### src/rtl/mtc_pkg.sv
// Shared constants and types of the five-channel timer common control.
package mtc_pkg;

  // ----------------------------------------------------------------
  // Sizes
  // ----------------------------------------------------------------
  localparam int NCH = 5;
  localparam int GRW = 16;
  localparam int NPIN = 20;

  // ----------------------------------------------------------------
  // Register offsets (byte addresses)
  // ----------------------------------------------------------------
  localparam logic [7:0] OFS_RUN = 8'h00;
  localparam logic [7:0] OFS_LOCK = 8'h04;
  localparam logic [7:0] OFS_GATE = 8'h08;
  // Channel c occupies the 32-byte block numbered c + CH_BLK_FIRST.
  localparam logic [2:0] CH_BLK_FIRST = 3'h1;
  localparam logic [2:0] CH_BLK_LAST = 3'h5;
  localparam logic [4:0] OFS_CTRL = 5'h00;
  localparam logic [4:0] OFS_IOC = 5'h04;
  localparam logic [4:0] OFS_CNT = 5'h08;
  localparam logic [4:0] OFS_FLAG = 5'h0C;
  localparam logic [4:0] OFS_GR_A = 5'h10;

  // ----------------------------------------------------------------
  // Reset values and fixed bits
  // ----------------------------------------------------------------
  localparam logic [7:0] RUN_RST = 8'h00;
  localparam logic [7:0] LOCK_RST = 8'h00;
  localparam logic [5:0] GATE_RST = 6'h00;
  localparam logic [7:0] GATE_FIXED = 8'hC0;
  localparam logic [7:0] CH_BIT_MASK = 8'hC7;
  localparam logic [GRW-1:0] GR_RST = 16'hFFFF;
  localparam logic [GRW-1:0] CNT_RST = 16'h0000;

  // Bit of the run and lockstep registers that serves each channel.
  localparam int CH_BIT [0:NCH-1] = '{0, 1, 2, 6, 7};
  // Pin index (channel * 4 + register) served by each gate bit 0..5.
  localparam int GATE_PIN [0:5] = '{13, 16, 17, 15, 18, 19};

  // ----------------------------------------------------------------
  // Counter clear sources
  // ----------------------------------------------------------------
  localparam logic [2:0] CLR_NONE = 3'h0;
  localparam logic [2:0] CLR_A = 3'h1;
  localparam logic [2:0] CLR_B = 3'h2;
  localparam logic [2:0] CLR_SYNC = 3'h3;
  localparam logic [2:0] CLR_C = 3'h5;
  localparam logic [2:0] CLR_D = 3'h6;

  // ----------------------------------------------------------------
  // Types
  // ----------------------------------------------------------------
  typedef struct packed {
    logic pwm;           // Complementary or reset-synchronised PWM.
    logic [3:0] cap;     // Per register: 1 capture role, 0 compare.
    logic buf_en;        // C buffers A, D buffers B.
    logic [2:0] clr_src; // Counter clear source.
  } mtc_ctrl_t;

  typedef struct packed {
    logic cnt_we;
    logic gr_we;
    logic [1:0] gr_sel;
    logic [GRW-1:0] data;
  } mtc_wr_t;

  function automatic int ch_ngr(int c);
    return (c == 1 || c == 2) ? 2 : 4;
  endfunction : ch_ngr

endpackage : mtc_pkg

### src/rtl/mtc_lockstep_bit_ch2.sv
// Two-flop synchroniser for a group of asynchronous pin levels.
`timescale 1ns/1ps
module mtc_lockstep_bit_ch2 #(
  parameter int W = 20
) (
  input wire logic clk,          // Peripheral clock.
  input wire logic reset,        // Asynchronous reset, active high.
  input wire logic [W-1:0] d,    // Asynchronous levels.
  output logic [W-1:0] q         // Synchronised levels.
);

  logic [W-1:0] meta_reg;

  always_ff @(posedge clk or posedge reset) begin
    if (reset) begin
      meta_reg <= '0;
      q <= '0;
    end else begin
      meta_reg <= d;
      q <= meta_reg;
    end
  end

endmodule : mtc_lockstep_bit_ch2

### src/rtl/mtc_chan.sv
// One timer channel: counter, general registers and their flags.
`timescale 1ns/1ps
module mtc_chan #(
  parameter int NGR = 4
) (
  input wire logic clk,                     // Peripheral clock.
  input wire logic reset,                   // Power-on reset.
  input wire logic standby,                 // Standby entry clear.
  input wire logic run,                     // Counter run bit.
  input wire mtc_pkg::mtc_ctrl_t ctrl,      // Channel configuration.
  input wire mtc_pkg::mtc_wr_t wr,          // Register writes.
  input wire logic flag_wr,                 // Flag register write.
  input wire logic sync_clr,                // Lockstep group clear.
  input wire logic [3:0] cap_edge,          // Capture pin edges.
  output logic [mtc_pkg::GRW-1:0] cnt,      // Counter value.
  output logic [3:0][mtc_pkg::GRW-1:0] gr,  // General registers.
  output logic [3:0] flags,                 // Match or capture flags.
  output logic [3:0] hit,                   // Compare matches.
  output logic clr_evt                      // Own clear event.
);

  logic [3:0] capt;
  logic [3:0] evt;
  logic [3:0] live;

  // In buffer mode C and D only buffer A and B and raise no events.
  always_comb begin
    live = (NGR == 4) ? 4'hF : 4'h3;
    if (ctrl.buf_en && NGR == 4) begin
      live = 4'h3;
    end
    for (int i = 0; i < 4; i++) begin
      hit[i] = live[i] && !ctrl.cap[i] && (cnt == gr[i]);
      capt[i] = live[i] && ctrl.cap[i] && cap_edge[i];
    end
    evt = hit | capt;
  end

  always_comb begin
    case (ctrl.clr_src)
      mtc_pkg::CLR_A: clr_evt = evt[0];
      mtc_pkg::CLR_B: clr_evt = evt[1];
      mtc_pkg::CLR_C: clr_evt = evt[2];
      mtc_pkg::CLR_D: clr_evt = evt[3];
      default: clr_evt = 1'b0;
    endcase
  end

  always_ff @(posedge clk or posedge reset) begin
    if (reset) begin
      cnt <= mtc_pkg::CNT_RST;
    end else if (standby) begin
      cnt <= mtc_pkg::CNT_RST;
    end else if (wr.cnt_we) begin
      cnt <= wr.data;
    end else if (clr_evt) begin
      cnt <= mtc_pkg::CNT_RST;
    end else if (sync_clr && ctrl.clr_src == mtc_pkg::CLR_SYNC) begin
      cnt <= mtc_pkg::CNT_RST;
    end else if (run) begin
      cnt <= cnt + 16'h0001;
    end
  end

  // ----------------------------------------------------------------
  // General registers
  // ----------------------------------------------------------------
  for (genvar j = 0; j < 4; j++) begin : g_gr
    logic from_buf;
    logic to_buf;
    if (j < 2 && NGR == 4) begin : g_lo
      assign from_buf = ctrl.buf_en && hit[j];
      assign to_buf = 1'b0;
    end else if (j >= 2 && NGR == 4) begin : g_hi
      assign from_buf = 1'b0;
      assign to_buf = ctrl.buf_en && capt[j-2];
    end else begin : g_none
      assign from_buf = 1'b0;
      assign to_buf = 1'b0;
    end

    always_ff @(posedge clk or posedge reset) begin
      if (reset) begin
        gr[j] <= mtc_pkg::GR_RST;
      end else if (standby || j >= NGR) begin
        gr[j] <= mtc_pkg::GR_RST;
      end else if (wr.gr_we && wr.gr_sel == 2'(j)) begin
        gr[j] <= wr.data;
      end else if (capt[j]) begin
        gr[j] <= cnt;
      end else if (to_buf) begin
        gr[j] <= gr[(j + 2) % 4];
      end else if (from_buf) begin
        gr[j] <= gr[(j + 2) % 4];
      end
    end

    // A new event wins over a clearing write in the same cycle.
    always_ff @(posedge clk or posedge reset) begin
      if (reset) begin
        flags[j] <= 1'b0;
      end else if (standby) begin
        flags[j] <= 1'b0;
      end else if (evt[j]) begin
        flags[j] <= 1'b1;
      end else if (flag_wr && !wr.data[j]) begin
        flags[j] <= 1'b0;
      end
    end
  end

endmodule : mtc_chan

### src/rtl/mtc_top.sv
// Five-channel timer common control with its APB register slave.
//
// Contract
// Each general register is 16 bits, compare value or capture holder.
// Channels 0, 3, 4 have registers A-D; channels 1, 2 have A, B.
// On channels 0, 3, 4, C may buffer A and D may buffer B.
// General registers reset to all ones by reset or standby.
// Software accesses general registers only with full 16-bit transfers.
// Run register: ch4 bit 7, ch3 bit 6, ch2-0 bits 2-0; 1 counts.
// Run register clears to zero on reset or standby.
// Clearing a run bit stops the counter; output pins hold level.
// Pin control write while stopped drives the new initial level.
// In PWM modes, clearing a run bit restores the initial level.
// Bits 5-3 of run and lockstep registers read zero.
// Lockstep register bits join counters to group preset and clear.
// Software sets two lockstep bits; a counter write presets all.
// Group clear needs the lockstep bit and the synchronous clear source.
// Lockstep register clears to zero on reset or standby.
// Gate register bits 5-0 enable pins 4D,4C,3D,4B,4A,3B.
// Software programs gate bits before pin control of channels 3, 4.
// Gate register resets to 0xC0, all six enables clear.
// Gate register bits 7 and 6 always read as one.
// A gate bit of 0 disables its pin output, 1 enables it.
// Compare match sets the flag; capture loads the counter and flags.
// A running counter advances each count clock; a stopped one holds.
//
// The implementer's own choices: the register offsets and the APB register port.
`timescale 1ns/1ps
module mtc_top (
  input wire logic clk,                 // Peripheral clock, 100 MHz.
  input wire logic reset,               // Power-on reset, active high.
  input wire logic standby,             // Standby entry, clears state.
  input wire logic psel,                // APB select.
  input wire logic penable,             // APB enable.
  input wire logic pwrite,              // APB write.
  input wire logic [7:0] paddr,         // APB byte address.
  input wire logic [31:0] pwdata,       // APB write data.
  input wire logic [3:0] pstrb,         // APB write strobes.
  output logic [31:0] prdata,           // APB read data.
  output logic pready,                  // APB ready.
  output logic pslverr,                 // APB error.
  input wire logic [19:0] tio_in,       // Timer pin input levels.
  output logic [19:0] tio_out,          // Timer pin output levels.
  output logic [19:0] tio_oe_n          // Timer pin drive, active low.
);

  localparam int NCH = mtc_pkg::NCH;
  localparam int GRW = mtc_pkg::GRW;
  localparam int NPIN = mtc_pkg::NPIN;

  // ----------------------------------------------------------------
  // Address decode
  // ----------------------------------------------------------------
  logic [2:0] blk;
  logic in_ch;
  logic [2:0] chn;
  logic [4:0] ofs;
  logic is_gr;
  logic [1:0] gr_idx;
  logic gr_ok;
  logic glob_ok;
  logic loc_ok;
  logic mapped;
  logic size_bad;
  logic err;
  logic acc;
  logic wr_en;

  assign blk = paddr[7:5];
  assign in_ch = (blk >= mtc_pkg::CH_BLK_FIRST) &&
                 (blk <= mtc_pkg::CH_BLK_LAST);
  assign chn = blk - mtc_pkg::CH_BLK_FIRST;
  assign ofs = paddr[4:0];
  assign is_gr = in_ch && (ofs >= mtc_pkg::OFS_GR_A);
  assign gr_idx = ofs[3:2];

  // Channels 1 and 2 have no C and D registers.
  assign gr_ok = (chn == 3'h1 || chn == 3'h2) ? !gr_idx[1] : 1'b1;
  assign glob_ok = (paddr == mtc_pkg::OFS_RUN) ||
                   (paddr == mtc_pkg::OFS_LOCK) ||
                   (paddr == mtc_pkg::OFS_GATE);
  assign loc_ok = (ofs == mtc_pkg::OFS_CTRL) ||
                  (ofs == mtc_pkg::OFS_IOC) ||
                  (ofs == mtc_pkg::OFS_CNT) ||
                  (ofs == mtc_pkg::OFS_FLAG) ||
                  (is_gr && gr_ok);
  assign mapped = (paddr[1:0] == 2'b00) && (in_ch ? loc_ok : glob_ok);

  // Byte writes to 16-bit counters or general registers are refused.
  assign size_bad = pwrite && in_ch &&
                    (is_gr || ofs == mtc_pkg::OFS_CNT) &&
                    (pstrb[1:0] != 2'b11);
  assign err = !mapped || size_bad;
  assign acc = psel && penable;
  assign wr_en = acc && pwrite && !err;

  // Every access completes in its first access cycle.
  assign pready = 1'b1;
  assign pslverr = acc && err;

  // ----------------------------------------------------------------
  // Common registers
  // ----------------------------------------------------------------
  logic [7:0] run_reg;
  logic [7:0] lock_reg;
  logic [5:0] gate_reg;
  logic byte0_we;

  assign byte0_we = wr_en && !in_ch && pstrb[0];

  always_ff @(posedge clk or posedge reset) begin
    if (reset) begin
      run_reg <= mtc_pkg::RUN_RST;
    end else if (standby) begin
      run_reg <= mtc_pkg::RUN_RST;
    end else if (byte0_we && paddr == mtc_pkg::OFS_RUN) begin
      run_reg <= pwdata[7:0] & mtc_pkg::CH_BIT_MASK;
    end
  end

  always_ff @(posedge clk or posedge reset) begin
    if (reset) begin
      lock_reg <= mtc_pkg::LOCK_RST;
    end else if (standby) begin
      lock_reg <= mtc_pkg::LOCK_RST;
    end else if (byte0_we && paddr == mtc_pkg::OFS_LOCK) begin
      lock_reg <= pwdata[7:0] & mtc_pkg::CH_BIT_MASK;
    end
  end

  always_ff @(posedge clk or posedge reset) begin
    if (reset) begin
      gate_reg <= mtc_pkg::GATE_RST;
    end else if (standby) begin
      gate_reg <= mtc_pkg::GATE_RST;
    end else if (byte0_we && paddr == mtc_pkg::OFS_GATE) begin
      gate_reg <= pwdata[5:0];
    end
  end

  // Per-channel views of the run and lockstep bits.
  logic [NCH-1:0] run_vec;
  logic [NCH-1:0] lock_vec;
  logic [NCH-1:0] run_d_reg;

  for (genvar c = 0; c < NCH; c++) begin : g_bits
    assign run_vec[c] = run_reg[mtc_pkg::CH_BIT[c]];
    assign lock_vec[c] = lock_reg[mtc_pkg::CH_BIT[c]];
  end

  always_ff @(posedge clk or posedge reset) begin
    if (reset) begin
      run_d_reg <= '0;
    end else begin
      run_d_reg <= run_vec;
    end
  end

  // Gate vector: pins without a gate bit are always enabled.
  logic [NPIN-1:0] gate_vec;

  always_comb begin
    gate_vec = '1;
    for (int k = 0; k < 6; k++) begin
      gate_vec[mtc_pkg::GATE_PIN[k]] = gate_reg[k];
    end
  end

  // ----------------------------------------------------------------
  // Capture inputs
  // ----------------------------------------------------------------
  logic [NPIN-1:0] tio_s;
  logic [NPIN-1:0] tio_d_reg;
  logic [NPIN-1:0] cap_edge;

  mtc_lockstep_bit_ch2 #(
    .W(NPIN)
  ) u_sync (
    .clk(clk),
    .reset(reset),
    .d(tio_in),
    .q(tio_s)
  );

  always_ff @(posedge clk or posedge reset) begin
    if (reset) begin
      tio_d_reg <= '0;
    end else begin
      tio_d_reg <= tio_s;
    end
  end

  // Captures fire on the rising edge of the synchronised pin level.
  assign cap_edge = tio_s & ~tio_d_reg;

  // ----------------------------------------------------------------
  // Group preset and clear
  // ----------------------------------------------------------------
  logic preset_any;
  logic [NCH-1:0] clr_evt;
  logic sync_clr;

  // A counter write on any lockstep channel loads all of them.
  assign preset_any = wr_en && in_ch && (ofs == mtc_pkg::OFS_CNT) &&
                      lock_vec[chn];
  assign sync_clr = |(clr_evt & lock_vec);

  // ----------------------------------------------------------------
  // Channels
  // ----------------------------------------------------------------
  mtc_pkg::mtc_ctrl_t ctrl_reg [0:NCH-1];
  logic [3:0] ioc_reg [0:NCH-1];
  logic [GRW-1:0] cnt_w [0:NCH-1];
  logic [3:0][GRW-1:0] gr_w [0:NCH-1];
  logic [3:0] flags_w [0:NCH-1];
  logic [3:0] hit_w [0:NCH-1];
  logic [NPIN-1:0] lvl_reg;
  logic [NPIN-1:0] drive;

  for (genvar c = 0; c < NCH; c++) begin : g_ch
    localparam int NGR = mtc_pkg::ch_ngr(c);
    logic own;
    logic ioc_we;
    mtc_pkg::mtc_wr_t cw;

    assign own = wr_en && in_ch && (chn == 3'(c));
    assign ioc_we = own && ofs == mtc_pkg::OFS_IOC && pstrb[0];

    always_comb begin
      cw.data = pwdata[GRW-1:0];
      cw.gr_we = own && is_gr;
      cw.gr_sel = gr_idx;
      cw.cnt_we = (own && ofs == mtc_pkg::OFS_CNT) ||
                  (preset_any && lock_vec[c]);
    end

    always_ff @(posedge clk or posedge reset) begin
      if (reset) begin
        ctrl_reg[c] <= '0;
      end else if (standby) begin
        ctrl_reg[c] <= '0;
      end else if (own && ofs == mtc_pkg::OFS_CTRL && pstrb[0]) begin
        ctrl_reg[c] <= pwdata[$bits(mtc_pkg::mtc_ctrl_t)-1:0];
      end
    end

    always_ff @(posedge clk or posedge reset) begin
      if (reset) begin
        ioc_reg[c] <= '0;
      end else if (standby) begin
        ioc_reg[c] <= '0;
      end else if (ioc_we) begin
        ioc_reg[c] <= pwdata[3:0];
      end
    end

    mtc_chan #(
      .NGR(NGR)
    ) u_chan (
      .clk(clk),
      .reset(reset),
      .standby(standby),
      .run(run_vec[c]),
      .ctrl(ctrl_reg[c]),
      .wr(cw),
      .flag_wr(own && ofs == mtc_pkg::OFS_FLAG && pstrb[0]),
      .sync_clr(sync_clr && lock_vec[c]),
      .cap_edge(cap_edge[c*4 +: 4]),
      .cnt(cnt_w[c]),
      .gr(gr_w[c]),
      .flags(flags_w[c]),
      .hit(hit_w[c]),
      .clr_evt(clr_evt[c])
    );

    // Pin outputs: one per compare-role register.
    for (genvar i = 0; i < 4; i++) begin : g_pin
      localparam int P = c * 4 + i;
      logic buffered;

      assign buffered = (i >= 2) && ctrl_reg[c].buf_en;
      assign drive[P] = (i < NGR) && !buffered &&
                        !ctrl_reg[c].cap[i] && gate_vec[P];
      assign tio_oe_n[P] = !drive[P];

      always_ff @(posedge clk or posedge reset) begin
        if (reset) begin
          lvl_reg[P] <= 1'b0;
        end else if (standby) begin
          lvl_reg[P] <= 1'b0;
        end else if (ioc_we && !run_vec[c]) begin
          lvl_reg[P] <= pwdata[i];
        end else if (ctrl_reg[c].pwm && run_d_reg[c] && !run_vec[c]) begin
          lvl_reg[P] <= ioc_reg[c][i];
        end else if (run_vec[c] && hit_w[c][i]) begin
          lvl_reg[P] <= !lvl_reg[P];
        end
      end
    end
  end

  // Outside PWM mode a stopped counter leaves the held level untouched.
  assign tio_out = lvl_reg;

  // ----------------------------------------------------------------
  // Read path
  // ----------------------------------------------------------------
  // Read data is sampled in the setup cycle and shown in the access
  // cycle, so a counter read returns its value one cycle earlier.
  logic [31:0] rdata;

  always_comb begin
    rdata = '0;
    if (!in_ch) begin
      if (paddr == mtc_pkg::OFS_RUN) begin
        rdata[7:0] = run_reg;
      end else if (paddr == mtc_pkg::OFS_LOCK) begin
        rdata[7:0] = lock_reg;
      end else if (paddr == mtc_pkg::OFS_GATE) begin
        rdata[7:0] = mtc_pkg::GATE_FIXED | {2'b00, gate_reg};
      end
    end else if (chn < 3'(NCH)) begin
      if (ofs == mtc_pkg::OFS_CTRL) begin
        rdata[$bits(mtc_pkg::mtc_ctrl_t)-1:0] = ctrl_reg[chn];
      end else if (ofs == mtc_pkg::OFS_IOC) begin
        rdata[3:0] = ioc_reg[chn];
      end else if (ofs == mtc_pkg::OFS_CNT) begin
        rdata[GRW-1:0] = cnt_w[chn];
      end else if (ofs == mtc_pkg::OFS_FLAG) begin
        rdata[3:0] = flags_w[chn];
      end else if (is_gr && gr_ok) begin
        rdata[GRW-1:0] = gr_w[chn][gr_idx];
      end
    end
  end

  always_ff @(posedge clk or posedge reset) begin
    if (reset) begin
      prdata <= '0;
    end else if (psel && !penable) begin
      prdata <= rdata;
    end
  end

endmodule : mtc_top

### config.mk
export PLATFORM = sky130hd
export DESIGN_NAME = mtc_top
export DESIGN_NICKNAME = d
export VERILOG_FILES = /design/src/rtl/mtc_pkg.sv /design/src/rtl/mtc_lockstep_bit_ch2.sv /design/src/rtl/mtc_chan.sv /design/src/rtl/mtc_top.sv
export SDC_FILE = /design/constraint.sdc
export NUM_CORES = 2
export LEC_CHECK = 0
export BUFFER_PORTS_ARGS = -buffer_cell sky130_fd_sc_hd__buf_2
export CAP_MARGIN = 10
export CORE_MARGIN = 1
export CORE_UTILIZATION = 55
export DETAILED_ROUTE_END_ITERATION = 6
export HOLD_SLACK_MARGIN = 0.02
export MAX_ROUTING_LAYER = met4
export PLACE_DENSITY = 0.75
export SETUP_SLACK_MARGIN = 0.15
export SLEW_MARGIN = 40
export SYNTH_ARGS = -nofsm -noshare
export SYNTH_HDL_FRONTEND = slang
export SYNTH_SLANG_ARGS = --single-unit
### constraint.sdc
create_clock -name clk -period 14.12 [get_ports clk]
set_input_delay 0.706 -clock clk [delete_from_list [all_inputs] [get_ports clk]]
set_output_delay 0.706 -clock clk [all_outputs]
set_load 0.02 [all_outputs]
==> metrics <==
setup slack, reg-to-reg=9.49 ns; most instantiated cells after synthesis=710 x nand2_1, 371 x nor2_1, 308 x clkbuf_1; Critical Path AT=5.49 ns; end-of-flow core utilization=60.3%; clock power share=46.9%; Syn Area/Cell=8.41 um^2; number of global-route vias before repair=30,900; failing checks=DRC; Crit Path Max Fanout=59; Critical-path top delay cell=a2111oi_1; Worst setup EP type=flip-flop; Synthesis Warnings=0; Hold Path Stages=1; worst hold path class=in2reg; Final Skew=0.0196 ns; clock sink total=522; Largest register FFs=256; # IOs=144; worst setup path startpoint=paddr[5]; CTS Buffer Depth=3; post-synth top area cell=dfstp_2; fin. max-slew vios=0; status=complete, but fails checks; via count=34,200; Tot GR Track Use=49.9%; first-pass GRT wire length=225,000 um; Buf/Inv on CP=4; setup TNS=0 ns; initial antenna violation count=13; vias per cell=between 6 and 7; Slowest Stage Delay on Critical Path=0.74 ns; drt wl/cell=32.0 um; top cell type's share of synthesized area=between 10% and 20%; CP Launch Type=input pin; largest net degree at the start of global routing=about 160; root buffer cell=clkbuf_16; worst-margin pin slew=0.951 ns; Mapped Cells=approximately 4,200; switch share=27.3%; CP Class=in2reg; H-tree Lvls=2; Die W=254 um; buffers added on ports=100; worst-path cell chain=buf_4, inv_1, ha_4, ha_4, clkinv_1, buf_4, o2bb2ai_1, a22oi_1, nor2_2, a2111oi_1, a31oi_2, nor2b_1, o22a_1; asr flop ratio synth=100%; Post-synth EDFFs=0; unique cell type count in the Yosys netlist=92; DIE HEIGHT=254 um; M1 wire length=58,800 um; hold slack=0.148 ns; Primary FF master, synth=dfrtp_1; total length of routed met3 wires=21,000 um; post-route minimum period=4.95 ns; Peak supply drop=0.120 mV; routed wl met2=65,800 um; Worst Hold End=u_sync.meta_reg[16]; Mapped Area=0.0350 mm^2; Nets=between 4,000 and 5,000; synth top area cells=dfstp_2 19%, dfrtp_1 19%, nand2_1 7.6%, xnor2_1 4.6%, mux4_2 4.1%; Post-DRT Antenna Nets=0; 1st-iter DRT viols=5,318; number of synthesized register bits=522; pwr dens=between 80 and 90 mW/mm^2; # setup viols final=0; Die Footprint=0.0647 mm^2; Hold Buf Count CTS=0; num rows=92; layout cells sized above 1=17.8%; Area Overhead vs Synth=8.36%; DP HPWL=108,000 um; Core Area=about 0.063 mm^2; final hold violation count=0; Pint=~2.5 mW; CP delay by family, top=compound AO/OA/AOI/OAI gates; unrepaired setup endpoints after global routing=no; Logic pwr share=8.5%; sequential power share=44.6%; FF-to-FF Start=g_ch[3].u_chan.cnt[10]; cts bufs inserted=58; worst r2r dst=g_ch[0].u_chan.cnt[3]; Min-Delay Startpoint=tio_in[16]; postcts setup bufs=0; fin crit share=35.0%; fmax=202 MHz; LEAKAGE=about 16 nW; DR pass1 iterations=7; RD Place Congestion=~1.1; Tot Pwr=3.41 mW; Seq/Total Area, Yosys=38.2%; top-count cell post-synth=nand2_1; slew margin rel.=36.6%; total global routing overflow=0; max-cap violations=0; starting density of the core=between 50% and 60%; uppermost routed layer=met4; Routed WL=between 150,000 and 200,000 um; Worst-path clk slew=0.06 ns; reg2reg path depth=8; later-pin clock latency in the skew report=~0.66 ns; required time worst endpoint=14.66 ns; drc violations=16; Sw Pwr=930 uW; CTS tree=done; post_cts resized=0
[area by class of cell]
| type | instances | area, um^2 |
|---|---|---|
| diodes | 12 | 30.0 |
| clock buffers | 82 | 1640 |
| clock inverters | 28 | 308 |
| fillers | 5650 | 25000 |
| inverters | 46 | 176 |
| multi-input cells | 3183 | 20000 |
| flip-flops and latches | 522 | 13400 |
| well taps | 846 | 1060 |
| repair buffers | 204 | 1430 |
[per-layer routing]
metal / up-vias / GRT usage, %
li1: 14500 / -
met1: 16600 / 63.5
met2: 2557 / 69.2
met3: 589 / 14.0
met4: 0 / 32.3
met5: - / -
[power groups by stage]
stage	Combinational, mW	Clock [mW]	Sequential, mW
after floorplan	0.169	0	1.55
after global placement	0.271	0	1.54
after detailed placement	0.274	0	1.54
after CTS	0.274	1.60	1.52
after global routing	0.299	1.66	1.52
final	0.290	1.60	1.52
[cell usage in the layout (no fill, tap or decap), types with 12 or more instances in the layout]
master | synthesis | final
and3_1 | 57 | 56
and2_1 | 21 | 21
mux2_2 | 17 | 17
a22o_1 | 22 | 22
nor2b_1 | 15 | 14
clkinv_2 | 0 | 12
conb_1 | 2 | 21
mux4_2 | 64 | 64
buf_4 | 32 | 92
a21oi_1 | 245 | 243
a21o_1 | 16 | 16
nor4_1 | 21 | 20
a221oi_1 | 21 | 21
dfstp_2 | 256 | 256
a22oi_1 | 19 | 19
o21ai_0 | 245 | 244
o211ai_1 | 61 | 61
or2_2 | 13 | 13
a211oi_1 | 43 | 43
nand2_1 | 710 | 706
nand3b_1 | 16 | 16
diode_2 | 0 | 12
xnor2_1 | 183 | 183
nor2_1 | 371 | 367
clkbuf_16 | 0 | 59
a2bb2oi_1 | 27 | 27
nor3_1 | 38 | 36
o22a_1 | 98 | 98
inv_1 | 45 | 43
buf_2 | 70 | 96
nand3_1 | 201 | 192
xor2_1 | 93 | 93
nand4_1 | 57 | 57
a31oi_1 | 132 | 129
mux2i_1 | 118 | 118
nand2b_1 | 19 | 19
o21a_1 | 13 | 13
clkbuf_1 | 308 | 15
dfrtp_1 | 266 | 265
o22ai_1 | 39 | 39
[worst max-delay path by stage]
stage                                  endpoint  slack, ns  cells past startpoint
final                     g_ch[1].u_chan.cnt[2]       9.17                     13
after global routing      g_ch[1].u_chan.cnt[2]       8.99                     13
after CTS                 g_ch[4].u_chan.gr[49]       9.15                     12
after detailed placement  g_ch[4].u_chan.gr[49]       8.47                     12
after global placement    g_ch[4].u_chan.gr[58]       8.15                     12
after floorplan                     ctrl_reg[0]       6.53                      1
[cell families after synthesis]
kind of cell	Yosys count	share of synthesized area [%]
muxes	200	8.06
AOI/OAI and AO/OA	1088	20.5
adders and majority gates	10	0.357
buffers and inverters	479	5.79
and+or+nand+nor	1587	20.1
other	2	0.0214
xor gates and xnor gates	277	6.94
DFF	522	38.2
[metrics by stage]
step           std cells  instance area, um^2  setup slack, ns
2_1_floorplan       4184                35100             6.53
3_3_place_gp        4786                35600             8.15
3_5_place_dp        4793                35800             8.47
4_1_cts             4903                37800             9.15
5_1_grt             4921                38000             8.99
6_report            4923                38000             9.17
No activity file was read; power rests on OpenSTA's default activity.
